<file path="src/iwd_defines.svh">
// constants for the indexed-port watchdog: keys, indices, fields, timing
// assumes inclusion by bare name from the modules; the package does not include it
`ifndef IWD_DEFINES_SVH
`define IWD_DEFINES_SVH

`define IWD_PORT_INDEX      1'b0
`define IWD_PORT_DATA       1'b1

`define IWD_KEY_UNLOCK      8'h87
`define IWD_KEY_LOCK        8'haa

`define IWD_REG_FUNC        8'h07
`define IWD_REG_ACT         8'h30
`define IWD_REG_UNIT        8'hf5
`define IWD_REG_CNT         8'hf6
`define IWD_REG_CTL         8'hf7

`define IWD_FUNC_WDT        8'h08
`define IWD_ACT_ON          8'h01

`define IWD_ACT_BIT         0
`define IWD_UNIT_MIN_BIT    3
`define IWD_UNIT_FAST_BIT   4
`define IWD_CTL_MOUSE_BIT   7
`define IWD_CTL_KBD_BIT     6
`define IWD_CTL_FORCE_BIT   5
`define IWD_CTL_STAT_BIT    4

`define IWD_BYTE_RST        8'h00
`define IWD_LOCKED_READ     8'hff

`define IWD_CLK_PERIOD_NS   8
`define IWD_MS_NS           1000000
`define IWD_MS_CYCLES       ((`IWD_MS_NS + `IWD_CLK_PERIOD_NS - 1) / `IWD_CLK_PERIOD_NS)

`define IWD_MS_PER_SEC      16'h03e8
`define IWD_MS_PER_MIN      16'hea60
`define IWD_MS_PER_FSEC     16'h0001
`define IWD_MS_PER_FMIN     16'h003c

`endif

</file>
<file path="src/iwd_pkg.sv">
// types shared by the watchdog modules
// assumes iwd_defines.svh on the include path
package iwd_pkg;
  typedef enum logic [1:0] {
    IWD_LOCKED = 2'b00,
    IWD_KEY1   = 2'b01,
    IWD_OPEN   = 2'b11
  } iwd_cfg_t;
endpackage

</file>
<file path="src/iwd_tick_if.sv">
// link between the watchdog register logic and its unit prescaler
// assumes both ends run on core_clk
`timescale 1ns/1ps
interface iwd_tick_if;
  logic restart;
  logic run;
  logic unit_min;
  logic fast;
  logic tick;
  modport ctl (output restart, output run, output unit_min, output fast, input tick);
  modport pre (input restart, input run, input unit_min, input fast, output tick);
endinterface

</file>
<file path="src/iwd_prescaler.sv">
// unit tick generator: millisecond divider, then ms-per-unit divider
// assumes one clock; restart realigns the unit so the first count is whole
`timescale 1ns/1ps
`include "iwd_defines.svh"
module iwd_prescaler import iwd_pkg::*; #(
  parameter logic [31:0] MS_CYCLES = 32'(`IWD_MS_CYCLES)
) (
  input wire logic core_clk,
  input wire logic rst_b,
  iwd_tick_if.pre  tk
);
  logic [31:0] ms_q;
  logic [31:0] ms_d;
  logic [15:0] unit_q;
  logic [15:0] unit_d;
  logic        tick_q;
  logic        tick_d;
  logic [15:0] lim;

  always_comb begin
    if (tk.fast) begin
      lim = tk.unit_min ? `IWD_MS_PER_FMIN : `IWD_MS_PER_FSEC;
    end else begin
      lim = tk.unit_min ? `IWD_MS_PER_MIN : `IWD_MS_PER_SEC;
    end
    ms_d   = ms_q + 32'd1;
    unit_d = unit_q;
    tick_d = 1'b0;
    if (!tk.run || tk.restart) begin
      ms_d   = 32'd0;
      unit_d = 16'h0000;
    end else if (ms_q == MS_CYCLES - 32'd1) begin
      ms_d   = 32'd0;
      unit_d = unit_q + 16'h0001;
      if (unit_q == lim - 16'h0001) begin
        unit_d = 16'h0000;
        tick_d = 1'b1;
      end
    end
  end

  always_ff @(posedge core_clk or negedge rst_b) begin
    if (!rst_b) begin
      ms_q   <= 32'd0;
      unit_q <= 16'h0000;
      tick_q <= 1'b0;
    end else begin
      ms_q   <= ms_d;
      unit_q <= unit_d;
      tick_q <= tick_d;
    end
  end

  assign tk.tick = tick_q;
endmodule

</file>
<file path="src/iwd_watchdog.sv">
// watchdog behind an index/data port pair with key-guarded config access
// assumes io strobes come from core_clk logic; activity inputs are async pins
// Contract
// - each data port access goes to the register named by the last index write.
// - config mode opens only after the unlock key is written to the index port twice running.
// - writing the lock key to the index port closes config mode and later data access is ignored.
// - writing the watchdog function number to the function index selects the watchdog registers.
// - the watchdog is disabled after reset and enabled by writing one to the activation register.
// - unit register bit 3 picks seconds when zero (reset) and minutes when one.
// - unit register bit 4 makes each count a thousandth of the chosen unit.
// - a count of zero holds the timer stopped and is the count reset value.
// - a nonzero count sets how many units pass without restart before timeout.
// - every count register write restarts the countdown from the new value.
// - with control bit 6 set, keyboard activity restarts the countdown; clear after reset.
// - writing one to control bit 5 raises timeout at once and the bit reads zero.
// - control bit 4 reads one once the timer has expired.
// - with control bit 7 set, mouse activity restarts the countdown.
`timescale 1ns/1ps
`include "iwd_defines.svh"
module iwd_watchdog import iwd_pkg::*; #(
  parameter logic [31:0] MS_CYCLES = 32'(`IWD_MS_CYCLES)
) (
  input  wire logic       core_clk,
  input  wire logic       rst_b,
  input  wire logic       io_wr,
  input  wire logic       io_rd,
  input  wire logic       io_port,
  input  wire logic [7:0] io_wdata,
  output logic      [7:0] io_rdata,
  input  wire logic       kbd_activity,
  input  wire logic       mouse_activity,
  output logic            wdt_timeout
);
  iwd_tick_if tk ();

  iwd_cfg_t   cfg_q;
  iwd_cfg_t   cfg_d;
  logic [7:0] idx_q, idx_d, func_q, func_d, cnt_q, cnt_d, reload_q, reload_d, rdata_q, rdata_d;
  logic       en_q, en_d, min_q, min_d, fast_q, fast_d, kbd_en_q, kbd_en_d;
  logic       mouse_en_q, mouse_en_d, exp_q, exp_d;
  logic [2:0] kbd_s_q, mouse_s_q;
  logic       idx_wr, dat_wr, dat_rd, kbd_rise, mouse_rise, act_restart, cnt_wr, force_wr;
  logic       exp_clr;

  function automatic logic reg_hit(input logic [7:0] idx, input logic [7:0] func,
                                   input logic [7:0] target);
    reg_hit = (idx == target) && (func == `IWD_FUNC_WDT);
  endfunction

  assign idx_wr   = io_wr && (io_port == `IWD_PORT_INDEX);
  assign dat_wr   = io_wr && (io_port == `IWD_PORT_DATA) && (cfg_q == IWD_OPEN);
  assign dat_rd   = io_rd && (io_port == `IWD_PORT_DATA) && (cfg_q == IWD_OPEN);
  assign cnt_wr   = dat_wr && reg_hit(idx_q, func_q, `IWD_REG_CNT);
  assign force_wr = dat_wr && reg_hit(idx_q, func_q, `IWD_REG_CTL) &&
                    io_wdata[`IWD_CTL_FORCE_BIT];
  // any cause that may legally drop the expired flag
  assign exp_clr  = cnt_wr || act_restart ||
                    (dat_wr && reg_hit(idx_q, func_q, `IWD_REG_CTL) &&
                     io_wdata[`IWD_CTL_STAT_BIT]);
  // stage 0 feeds stage 1 only; edges are taken between stages 1 and 2
  assign kbd_rise   = kbd_s_q[1] && !kbd_s_q[2];
  assign mouse_rise = mouse_s_q[1] && !mouse_s_q[2];
  assign act_restart = en_q && ((kbd_rise && kbd_en_q) ||
                                (mouse_rise && mouse_en_q));

  always_comb begin
    cfg_d = cfg_q;
    idx_d = idx_q;
    if (idx_wr) begin
      case (cfg_q)
        IWD_LOCKED: cfg_d = (io_wdata == `IWD_KEY_UNLOCK) ? IWD_KEY1 : IWD_LOCKED;
        IWD_KEY1:   cfg_d = (io_wdata == `IWD_KEY_UNLOCK) ? IWD_OPEN : IWD_LOCKED;
        IWD_OPEN: begin
          if (io_wdata == `IWD_KEY_LOCK) begin
            cfg_d = IWD_LOCKED;
          end else begin
            idx_d = io_wdata;
          end
        end
        default:    cfg_d = IWD_LOCKED;
      endcase
    end
  end

  always_comb begin
    func_d     = func_q;
    en_d       = en_q;
    min_d      = min_q;
    fast_d     = fast_q;
    reload_d   = reload_q;
    kbd_en_d   = kbd_en_q;
    mouse_en_d = mouse_en_q;
    if (dat_wr) begin
      if (idx_q == `IWD_REG_FUNC) begin
        func_d = io_wdata;
      end
      if (reg_hit(idx_q, func_q, `IWD_REG_ACT)) begin
        en_d = io_wdata[`IWD_ACT_BIT];
      end
      if (reg_hit(idx_q, func_q, `IWD_REG_UNIT)) begin
        min_d  = io_wdata[`IWD_UNIT_MIN_BIT];
        fast_d = io_wdata[`IWD_UNIT_FAST_BIT];
      end
      if (cnt_wr) begin
        reload_d = io_wdata;
      end
      if (reg_hit(idx_q, func_q, `IWD_REG_CTL)) begin
        kbd_en_d   = io_wdata[`IWD_CTL_KBD_BIT];
        mouse_en_d = io_wdata[`IWD_CTL_MOUSE_BIT];
      end
    end
  end

  always_comb begin
    cnt_d = cnt_q;
    exp_d = exp_q;
    if (cnt_wr) begin
      cnt_d = io_wdata;
      exp_d = 1'b0;
    end else if (act_restart) begin
      cnt_d = reload_q;
      exp_d = 1'b0;
    end else if (tk.tick && tk.run) begin
      cnt_d = cnt_q - 8'h01;
      if (cnt_q == 8'h01) begin
        exp_d = 1'b1;
      end
    end
    if (dat_wr && reg_hit(idx_q, func_q, `IWD_REG_CTL) && io_wdata[`IWD_CTL_STAT_BIT]) begin
      exp_d = 1'b0;
    end
    // setting causes are placed last: the force set wins over any clear, expiry only over the status-bit clear
    if (tk.tick && tk.run && (cnt_q == 8'h01) && !cnt_wr && !act_restart) begin
      exp_d = 1'b1;
    end
    if (force_wr) begin
      exp_d = 1'b1;
    end
  end

  always_comb begin
    rdata_d = rdata_q;
    if (io_rd && (io_port == `IWD_PORT_INDEX)) begin
      rdata_d = (cfg_q == IWD_OPEN) ? idx_q : `IWD_LOCKED_READ;
    end else if (io_rd) begin
      rdata_d = `IWD_LOCKED_READ;
      if (dat_rd) begin
        rdata_d = `IWD_BYTE_RST;
        if (idx_q == `IWD_REG_FUNC) begin
          rdata_d = func_q;
        end else if (reg_hit(idx_q, func_q, `IWD_REG_ACT)) begin
          rdata_d = {7'h00, en_q};
        end else if (reg_hit(idx_q, func_q, `IWD_REG_UNIT)) begin
          rdata_d = {3'h0, fast_q, min_q, 3'h0};
        end else if (reg_hit(idx_q, func_q, `IWD_REG_CNT)) begin
          rdata_d = cnt_q;
        end else if (reg_hit(idx_q, func_q, `IWD_REG_CTL)) begin
          rdata_d = {mouse_en_q, kbd_en_q, 1'b0, exp_q, 4'h0};
        end
      end
    end
  end

  always_ff @(posedge core_clk or negedge rst_b) begin
    if (!rst_b) begin
      cfg_q      <= IWD_LOCKED;
      idx_q      <= `IWD_BYTE_RST;
      func_q     <= `IWD_BYTE_RST;
      en_q       <= 1'b0;
      min_q      <= 1'b0;
      fast_q     <= 1'b0;
      reload_q   <= `IWD_BYTE_RST;
      cnt_q      <= `IWD_BYTE_RST;
      kbd_en_q   <= 1'b0;
      mouse_en_q <= 1'b0;
      exp_q      <= 1'b0;
      rdata_q    <= `IWD_BYTE_RST;
      kbd_s_q    <= 3'h0;
      mouse_s_q  <= 3'h0;
    end else begin
      cfg_q      <= cfg_d;
      idx_q      <= idx_d;
      func_q     <= func_d;
      en_q       <= en_d;
      min_q      <= min_d;
      fast_q     <= fast_d;
      reload_q   <= reload_d;
      cnt_q      <= cnt_d;
      kbd_en_q   <= kbd_en_d;
      mouse_en_q <= mouse_en_d;
      exp_q      <= exp_d;
      rdata_q    <= rdata_d;
      kbd_s_q    <= {kbd_s_q[1:0], kbd_activity};
      mouse_s_q  <= {mouse_s_q[1:0], mouse_activity};
    end
  end

  // zero count or disabled function keeps the prescaler parked
  assign tk.run      = en_q && (cnt_q != 8'h00);
  assign tk.restart  = cnt_wr || act_restart;
  assign tk.unit_min = min_q;
  assign tk.fast     = fast_q;

  iwd_prescaler #(.MS_CYCLES(MS_CYCLES)) u_pre (
    .core_clk (core_clk),
    .rst_b    (rst_b),
    .tk       (tk)
  );

  assign io_rdata    = rdata_q;
  assign wdt_timeout = exp_q;
endmodule

</file>
<file path="config.mk">
export PLATFORM = sky130hd
export DESIGN_NAME = iwd_watchdog
export DESIGN_NICKNAME = d
export VERILOG_FILES = /design/src/iwd_pkg.sv /design/src/iwd_tick_if.sv /design/src/iwd_prescaler.sv /design/src/iwd_watchdog.sv
export VERILOG_INCLUDE_DIRS = /design/src /design/src/src
export SDC_FILE = /design/constraint.sdc
export NUM_CORES = 1
export LEC_CHECK = 0
export ABC_CLOCK_PERIOD_IN_PS = 7000
export BUFFER_PORTS_ARGS = -buffer_cell sky130_fd_sc_hd__buf_2
export CORE_AREA = 8 8 121 123
export CTS_CLUSTER_DIAMETER = 60
export DETAILED_ROUTE_END_ITERATION = 8
export DIE_AREA = 0 0 129 131
export PLACE_DENSITY = 0.65
export SYNTH_ARGS = -nofsm -noshare
export SYNTH_HDL_FRONTEND = slang
export SYNTH_SLANG_ARGS = --single-unit
export TNS_END_PERCENT = 5
</file>
<file path="constraint.sdc">
create_clock -name core_clk -period 7 [get_ports core_clk]
set_input_delay 0.35 -clock core_clk [delete_from_list [all_inputs] [get_ports core_clk]]
set_output_delay 0.35 -clock core_clk [all_outputs]
set_load 0.01 [all_outputs]
</file>
Yosys cells after proc, flatten, opt, wreduce, memory -nomap -nowiden
Index checks and enable logic that the tools add are counted.
{"block": "totals", "rom_bits": 0, "mem_count": 0, "reg_bits": 103, "latchBits": 0, "word_cells": 118, "ram_bits": 0, "output_inout_bits": 9}
{"block": "classes", "n_mul": 0, "add_sub_neg": 4, "n_shift": 0, "n_reduce_logical": 47, "div": 0, "mux": 34, "eq_ne": 14, "n_lt_le_gt_ge": 0, "bitwise_logic": 2}
{"op": "$mux W8", "count": 12}
{"op": "$mux W16", "count": 5}
{"op": "$mux W32", "count": 2}
{"op": "$eq A8 B8 Y1 const B", "count": 5}
{"op": "$add A32 B1 Y32 const B", "count": 1}
{"op": "$eq A32 B17 Y1 const B", "count": 1}
{"op": "$logic_and A1 B1 Y1", "count": 24}
{"op": "$add A16 B1 Y16 const B", "count": 1}
{"op": "$eq A16 B16 Y1", "count": 1}
{"op": "$sub A16 B1 Y16 const B", "count": 1}
{"op": "$reduce_and A2 Y1", "count": 7}
{"op": "$reduce_bool A6 Y1", "count": 2}
{"op": "$mux W1", "count": 11}
{"op": "$eq A8 B1 Y1 const B", "count": 1}
{"op": "$eq A8 B3 Y1 const B", "count": 1}
{"op": "$eq A8 B4 Y1 const B", "count": 1}
{"op": "$eq A8 B6 Y1 const B", "count": 1}
{"op": "$reduce_bool A8 Y1", "count": 1}
{"op": "$sub A8 B1 Y8 const B", "count": 1}
{"op": "$mux W6", "count": 1}
{"op": "$pmux W2 S3", "count": 1}
{"op": "$logic_not A1 Y1", "count": 5}
{"op": "$mux W2", "count": 2}
{"op": "$reduce_bool A2 Y1", "count": 2}
{"op": "8 further kinds", "count": 11}

Longest topological paths before layout
{"block": "depth", "depth_word": 10, "depth_mapped": 9, "depth_no_buf": 8}

Cells and area by module
From an unflattened synthesis, not the netlist that was laid out.
{"block": "hier_totals", "hier_cells": 543, "area_unflattened_um2": 5481.5}
{"mod": "iwd_prescaler", "cells_each": 287, "seq_area_each_um2": 1226.2, "area_per_inst_um2": 2743.9, "n_inst": 1}
{"mod": "iwd_watchdog", "cells_each": 256, "seq_area_each_um2": 1351.3, "area_per_inst_um2": 2737.6, "n_inst": 1}

Worst setup path after synthesis
No wires, ideal clock.
{"block": "synth_path", "kind": "reg2reg", "start": "register min_q", "end": "register u_pre.unit_q[4]", "path_buffers": 1, "required_ns": 6.866, "arrival_ns": 2.191, "setup_slack_ns": 4.675, "path_stages_with_launch": 10, "period_less_slack_ns": 2.325, "cell_sequence": "dfrtp_1 -> inv_1 -> ha_1 -> xnor2_1 -> or3_1 -> nor3_1 -> o2111ai_1 -> clkbuf_1 -> a32oi_1 -> o31ai_1"}
{"block": "synth_between", "elab_chain_len": 7, "elab_cells_between_ends": 8, "cone_classes": "add/sub (1); eq/ne (1); mux (6)"}
{"element": "start: declaration", "line_no": "iwd_watchdog.sv:39", "rtl": "logic en_q, en_d, min_q, min_d, fast_q, fast_d, kbd_en_q, kbd_en_d;"}
{"element": "start signal: assignment", "line_no": "iwd_watchdog.sv:185", "rtl": "min_q <= min_d;"}
{"element": "$mux W6 (no source line) or $mux W16 (tied branches)"}
{"element": "$mux W16 (*)", "line_no": "iwd_prescaler.sv:21", "rtl": "if (tk.fast) begin"}
{"element": "$sub A16 B1 Y16 (*)", "line_no": "iwd_prescaler.sv:35", "rtl": "if (unit_q == lim - 16'h0001) begin"}
{"element": "$eq A16 B16 Y1 (*)", "line_no": "iwd_prescaler.sv:35"}
{"element": "$mux W16 (*)", "line_no": "iwd_prescaler.sv:35"}
{"element": "$mux W16 (*)", "line_no": "iwd_prescaler.sv:32", "rtl": "end else if (ms_q == MS_CYCLES - 32'd1) begin"}
{"element": "$mux W16 (*)", "line_no": "iwd_prescaler.sv:29", "rtl": "if (!tk.run || tk.restart) begin"}
{"element": "end signal: assignment", "line_no": "iwd_prescaler.sv:49", "rtl": "unit_q <= unit_d;"}
{"element": "end: declaration", "line_no": "iwd_prescaler.sv:14", "rtl": "logic [15:0] unit_q;"}
Every way passes the cells marked *; elsewhere a longest branch is shown, timed or not. The select of a mux whose other input is x is not followed.
A chain may end at the register's enable or synchronous reset.

Worst setup path after layout
{"block": "layout_path", "start": "register idx_q[3]", "end": "register u_pre.ms_q[25]"}
{"block": "layout_between", "elab_chain_len": 6}
{"element": "start: declaration", "line_no": "iwd_watchdog.sv:38", "rtl": "logic [7:0] idx_q, idx_d, func_q, func_d, cnt_q, cnt_d, reload_q, reload_d, rdata_q, rdata_d;"}
{"element": "start signal: assignment", "line_no": "iwd_watchdog.sv:167", "rtl": "idx_q <= `IWD_BYTE_RST;"}
{"element": "start signal: assignment", "line_no": "iwd_watchdog.sv:182", "rtl": "idx_q <= idx_d;"}
{"element": "$eq A8 B8 Y1", "line_no": "iwd_watchdog.sv:47", "rtl": "reg_hit = (idx == target) && (func == `IWD_FUNC_WDT);"}
{"element": "$logic_and A1 B1 Y1", "line_no": "iwd_watchdog.sv:47"}
{"element": "$logic_and A1 B1 Y1", "line_no": "iwd_watchdog.sv:53", "rtl": "assign cnt_wr = dat_wr && reg_hit(idx_q, func_q, `IWD_REG_CNT);"}
{"element": "$logic_or A1 B1 Y1", "line_no": "iwd_watchdog.sv:200", "rtl": "assign tk.restart = cnt_wr || act_restart;"}
{"element": "$logic_or A1 B1 Y1", "line_no": "iwd_prescaler.sv:29"}
{"element": "$mux W32", "line_no": "iwd_prescaler.sv:29"}
{"element": "net u_pre.ms_d[25]", "line_no": "iwd_prescaler.sv:13", "rtl": "logic [31:0] ms_d;"}
{"element": "end signal: assignment", "line_no": "iwd_prescaler.sv:48", "rtl": "ms_q <= ms_d;"}
{"element": "end: declaration", "line_no": "iwd_prescaler.sv:12", "rtl": "logic [31:0] ms_q;"}
The timed path passes the listed nets, and every way through them passes these cells.

==> flow_summary_export.csv <==
group,metric,value,unit
routing,wire_per_inst,16.0,um
grt,grtUsageTotal,15.6,%
sta,slew_violations,0,
critical_path,required,7190,ps
routing,drtPass1Iterations,4,
layout,drive_above_1_share,10.8,%
placement,portBuffers,23,
run_status,violations,"negative hold slack",
critical_path,crit_type,"reg2reg",
logic_synthesis,synth_flop_cell,"dfrtp_1",
critical_path,reg2reg_depth,6,
sta,final-setup-viol-count,0,
grt,first_global_vias,4211,
floorplan,die_w,129,um
clocking,clock_latency,360,ps
floorplan,fp.dieH,131,um
critical_path,critPathSlowestCell,"nand2_1",
sta,min_period_over_period,46.8,%
critical_path,startpoint,"idx_q[3]$_DFFE_PN0P_",
logic_synthesis,ys_warn_count,0,
floorplan,start_util,42.4,%
run,drv_cap,0,
routing,drt_wl_total,12300,um
clocking,clockBufferDepth,2,
grt,antenna_found_initial,0,
logic_synthesis,synth_top_cell_area_share,47.2,%
grt,grt-ovfl-total,0,
layout,multi_input_comb_area,2740,um2
grt,grt_pass1_wl,21000,um
clocking,holdBufCountCts,0,
layout,fin_nets,611,
logic_synthesis,ys_seq_elements,103,
floorplan,dieArea,16900,um2
sta,rsz0062_at_grt,"no",
sta,tns,0,ps
critical_path,r2r-end,"u_pre.ms_q[25]$_DFF_PN0_",
critical_path,critPathTopFamily,"simple AND/OR/NAND/NOR gates",
sta,fin_worst_skew,9.11,ps
logic_synthesis,syn_area,5460,um2
logic_synthesis,synth_area_leaders,"dfrtp_1 (47%), nand2_1 (5.2%), nor2_1 (4.1%)",
clocking,cts_tree,"yes",
routing,drt-initial-drc-count,274,
sta,maxSlewHeadroom,31.1,%
critical_path,crit_arrival,3470,ps
critical_path,r2r_start,"idx_q[3]$_DFFE_PN0P_",
critical_path,cp_max_fo,31,
placement,gp_congestion,0.864,
critical_path,crit_chain,"nor4b_2 > nand4_1 > or3_1 > and2_1 > nand2_1 > nor2_1",
floorplan,core-area,12900,um2
power_and_ir_drop,cellPowerDensity,195,nW/um2
routing,drc,0,
sta,timing.hold.ws,-8.48,ps
clocking,cts_made_buffers,9,
routing,ant_nets,0,
logic_synthesis,synth.avg_cell_area,9.56,um2
critical_path,crit_path_end_kind,"flop",
sta,tightest_slew,1030,ps
floorplan,ios,24,
sta,final_hold_viol_count,10,
layout,fillers,1238,
clocking,cts.sinks,103,
clocking,postCtsSetupRepairBufs,0,
layout,seq_area,2580,um2
worst_hold_path,hp-class,"in2async",
critical_path,critPathMaxStageDelay,830,ps
sta,fmax,305,MHz
floorplan,core.rowCount,42,
layout,area_growth,11.1,%
logic_synthesis,synth_edf_count,0,
logic_synthesis,yosysSeqAreaShare,47.2,%
sta,fin_crit,3280,ps
layout,fin_cells,767,
clocking,root_buffer,"clkbuf_16",
clocking,clk_pin_slew,70,ps
critical_path,startpoint_type,"flop",
power_and_ir_drop,ir_drop,0.141,mV
logic_synthesis,synth_async_sr_flop_share,100,%
critical_path,path_buf_inv,0,
run_status,outcome,"finished, violations left",
grt,grt_max_degree,58,
critical_path,rrSetupSlack,3720,ps
placement,place_hpwl,8590,um
routing,via_per_inst,5.51,
power_and_ir_drop,leakagePower,2.50,nW
logic_synthesis,ys_types,56,
logic_synthesis,synth_nets,596,
layout,diodes,0,
routing,vias,4229,
logic_synthesis,syn_inst,571,
clocking,post_cts_resized,0,
clocking,htree_num_levels,3,
placement,dp_cells,751,
logic_synthesis,synth_area_leader_cell,"dfrtp_1",
==> kinds of logic after synthesis <==
| family | count (synthesis) | share of synthesized area (%) |
|---|---|---|
| AND/OR/NAND/NOR | 267 | 26.0 |
| adder cells (fa/ha/maj) | 10 | 2.29 |
| buffers and inverters | 34 | 2.48 |
| flip-flops | 103 | 47.2 |
| multiplexers | 26 | 5.27 |
| XOR/XNOR | 39 | 6.26 |
| AO/OA/AOI/OAI | 92 | 10.5 |
==> cells in the final DEF, fill, tap and decap left out, types with 9 or more instances in the layout <==
cell type,instances
buf_2,22
and2_1,11
nand4_1,17
mux2_2,14
xor2_1,18
o21ai_0,23
ha_1,10
dfrtp_1,103
nand2_1,76
nor3_1,9
xnor2_1,21
and3_1,10
nor2_1,59
a21oi_1,20
and4_1,11
a31oi_1,9
nand3_1,21
clkbuf_16,9
inv_1,9
==> per-stage QoR <==
stage	util (%)	power [mW]	hold slack (ps)	instance area (um2)	setup WS, ps
6_report	47.1	1.18	-8.48	6060	3720
5_1_grt	47.1	1.22	32.5	6060	3370
4_1_cts	47.1	1.19	9.61	6060	3750
3_5_place_dp	44.5	0.639	335	5730	3760
3_3_place_gp	44.5	0.638	333	5730	3850
2_1_floorplan	-	0.616	54.4	5460	4670
==> how the worst max path moves through the flow <==
stage	cells past startpoint	slack, ps	endpoint
2_1_floorplan	9	4670	u_pre.unit_q[4]$_DFFE_PN0P_
3_3_place_gp	6	3850	u_pre.ms_q[25]$_DFF_PN0_
3_5_place_dp	6	3760	u_pre.ms_q[4]$_DFF_PN0_
4_1_cts	6	3750	u_pre.ms_q[25]$_DFF_PN0_
5_1_grt	6	3370	u_pre.ms_q[25]$_DFF_PN0_
6_report	6	3720	u_pre.ms_q[25]$_DFF_PN0_
==> registers in the layout, summed over array words and instances, names as in the netlist, 2 cells and up <==
register / flops
kbd_s_q: 3
u_pre.unit_q: 16
io_rdata: 8
cfg_q: 2
mouse_s_q: 3
func_q: 8
reload_q: 8
u_pre.ms_q: 32
idx_q: 8
cnt_q: 8
==> Yosys cell counts (all sizes together) (7+ instances only) <==
| master | number |
|---|---|
| mux2 | 22 |
| o21ai | 30 |
| xnor2 | 21 |
| nor4 | 10 |
| or3 | 8 |
| and4 | 11 |
| nand3 | 21 |
| o31ai | 7 |
| nand4 | 17 |
| ha | 10 |
| nor2 | 59 |
| a31oi | 9 |
| and2 | 11 |
| clkbuf | 17 |
| and3 | 10 |
| dfrtp | 103 |
| xor2 | 18 |
| nand2 | 76 |
| a32oi | 7 |
| a21oi | 20 |
| inv | 10 |
| o211ai | 7 |
| nor3 | 9 |
==> where the power goes <==
| part | switching, mW | internal, mW |
|---|---|---|
| clock | 0.220 | 0.334 |
| sequential | 0.00105 | 0.598 |
| combinational | 0.0207 | 0.00677 |
==> per-layer routing <==
layer,track usage [%],up-vias,wire length (um)
li1,-,2079,-
met3,4.42,9,481
met4,4.08,0,148
met5,0,-,0
met2,25.8,59,6000
met1,19.8,2082,5670
==> final cells by class <==
| type | instances | area share (%) |
|---|---|---|
| clock inverters | 4 | 1.28 |
| well taps | 176 | 3.63 |
| inverters | 11 | 0.681 |
| multi-input cells | 434 | 45.2 |
| clock buffers | 12 | 4.23 |
| repair buffers | 27 | 2.43 |
| flip-flops and latches | 103 | 42.5 |
Power figures use the tool's default switching activity.
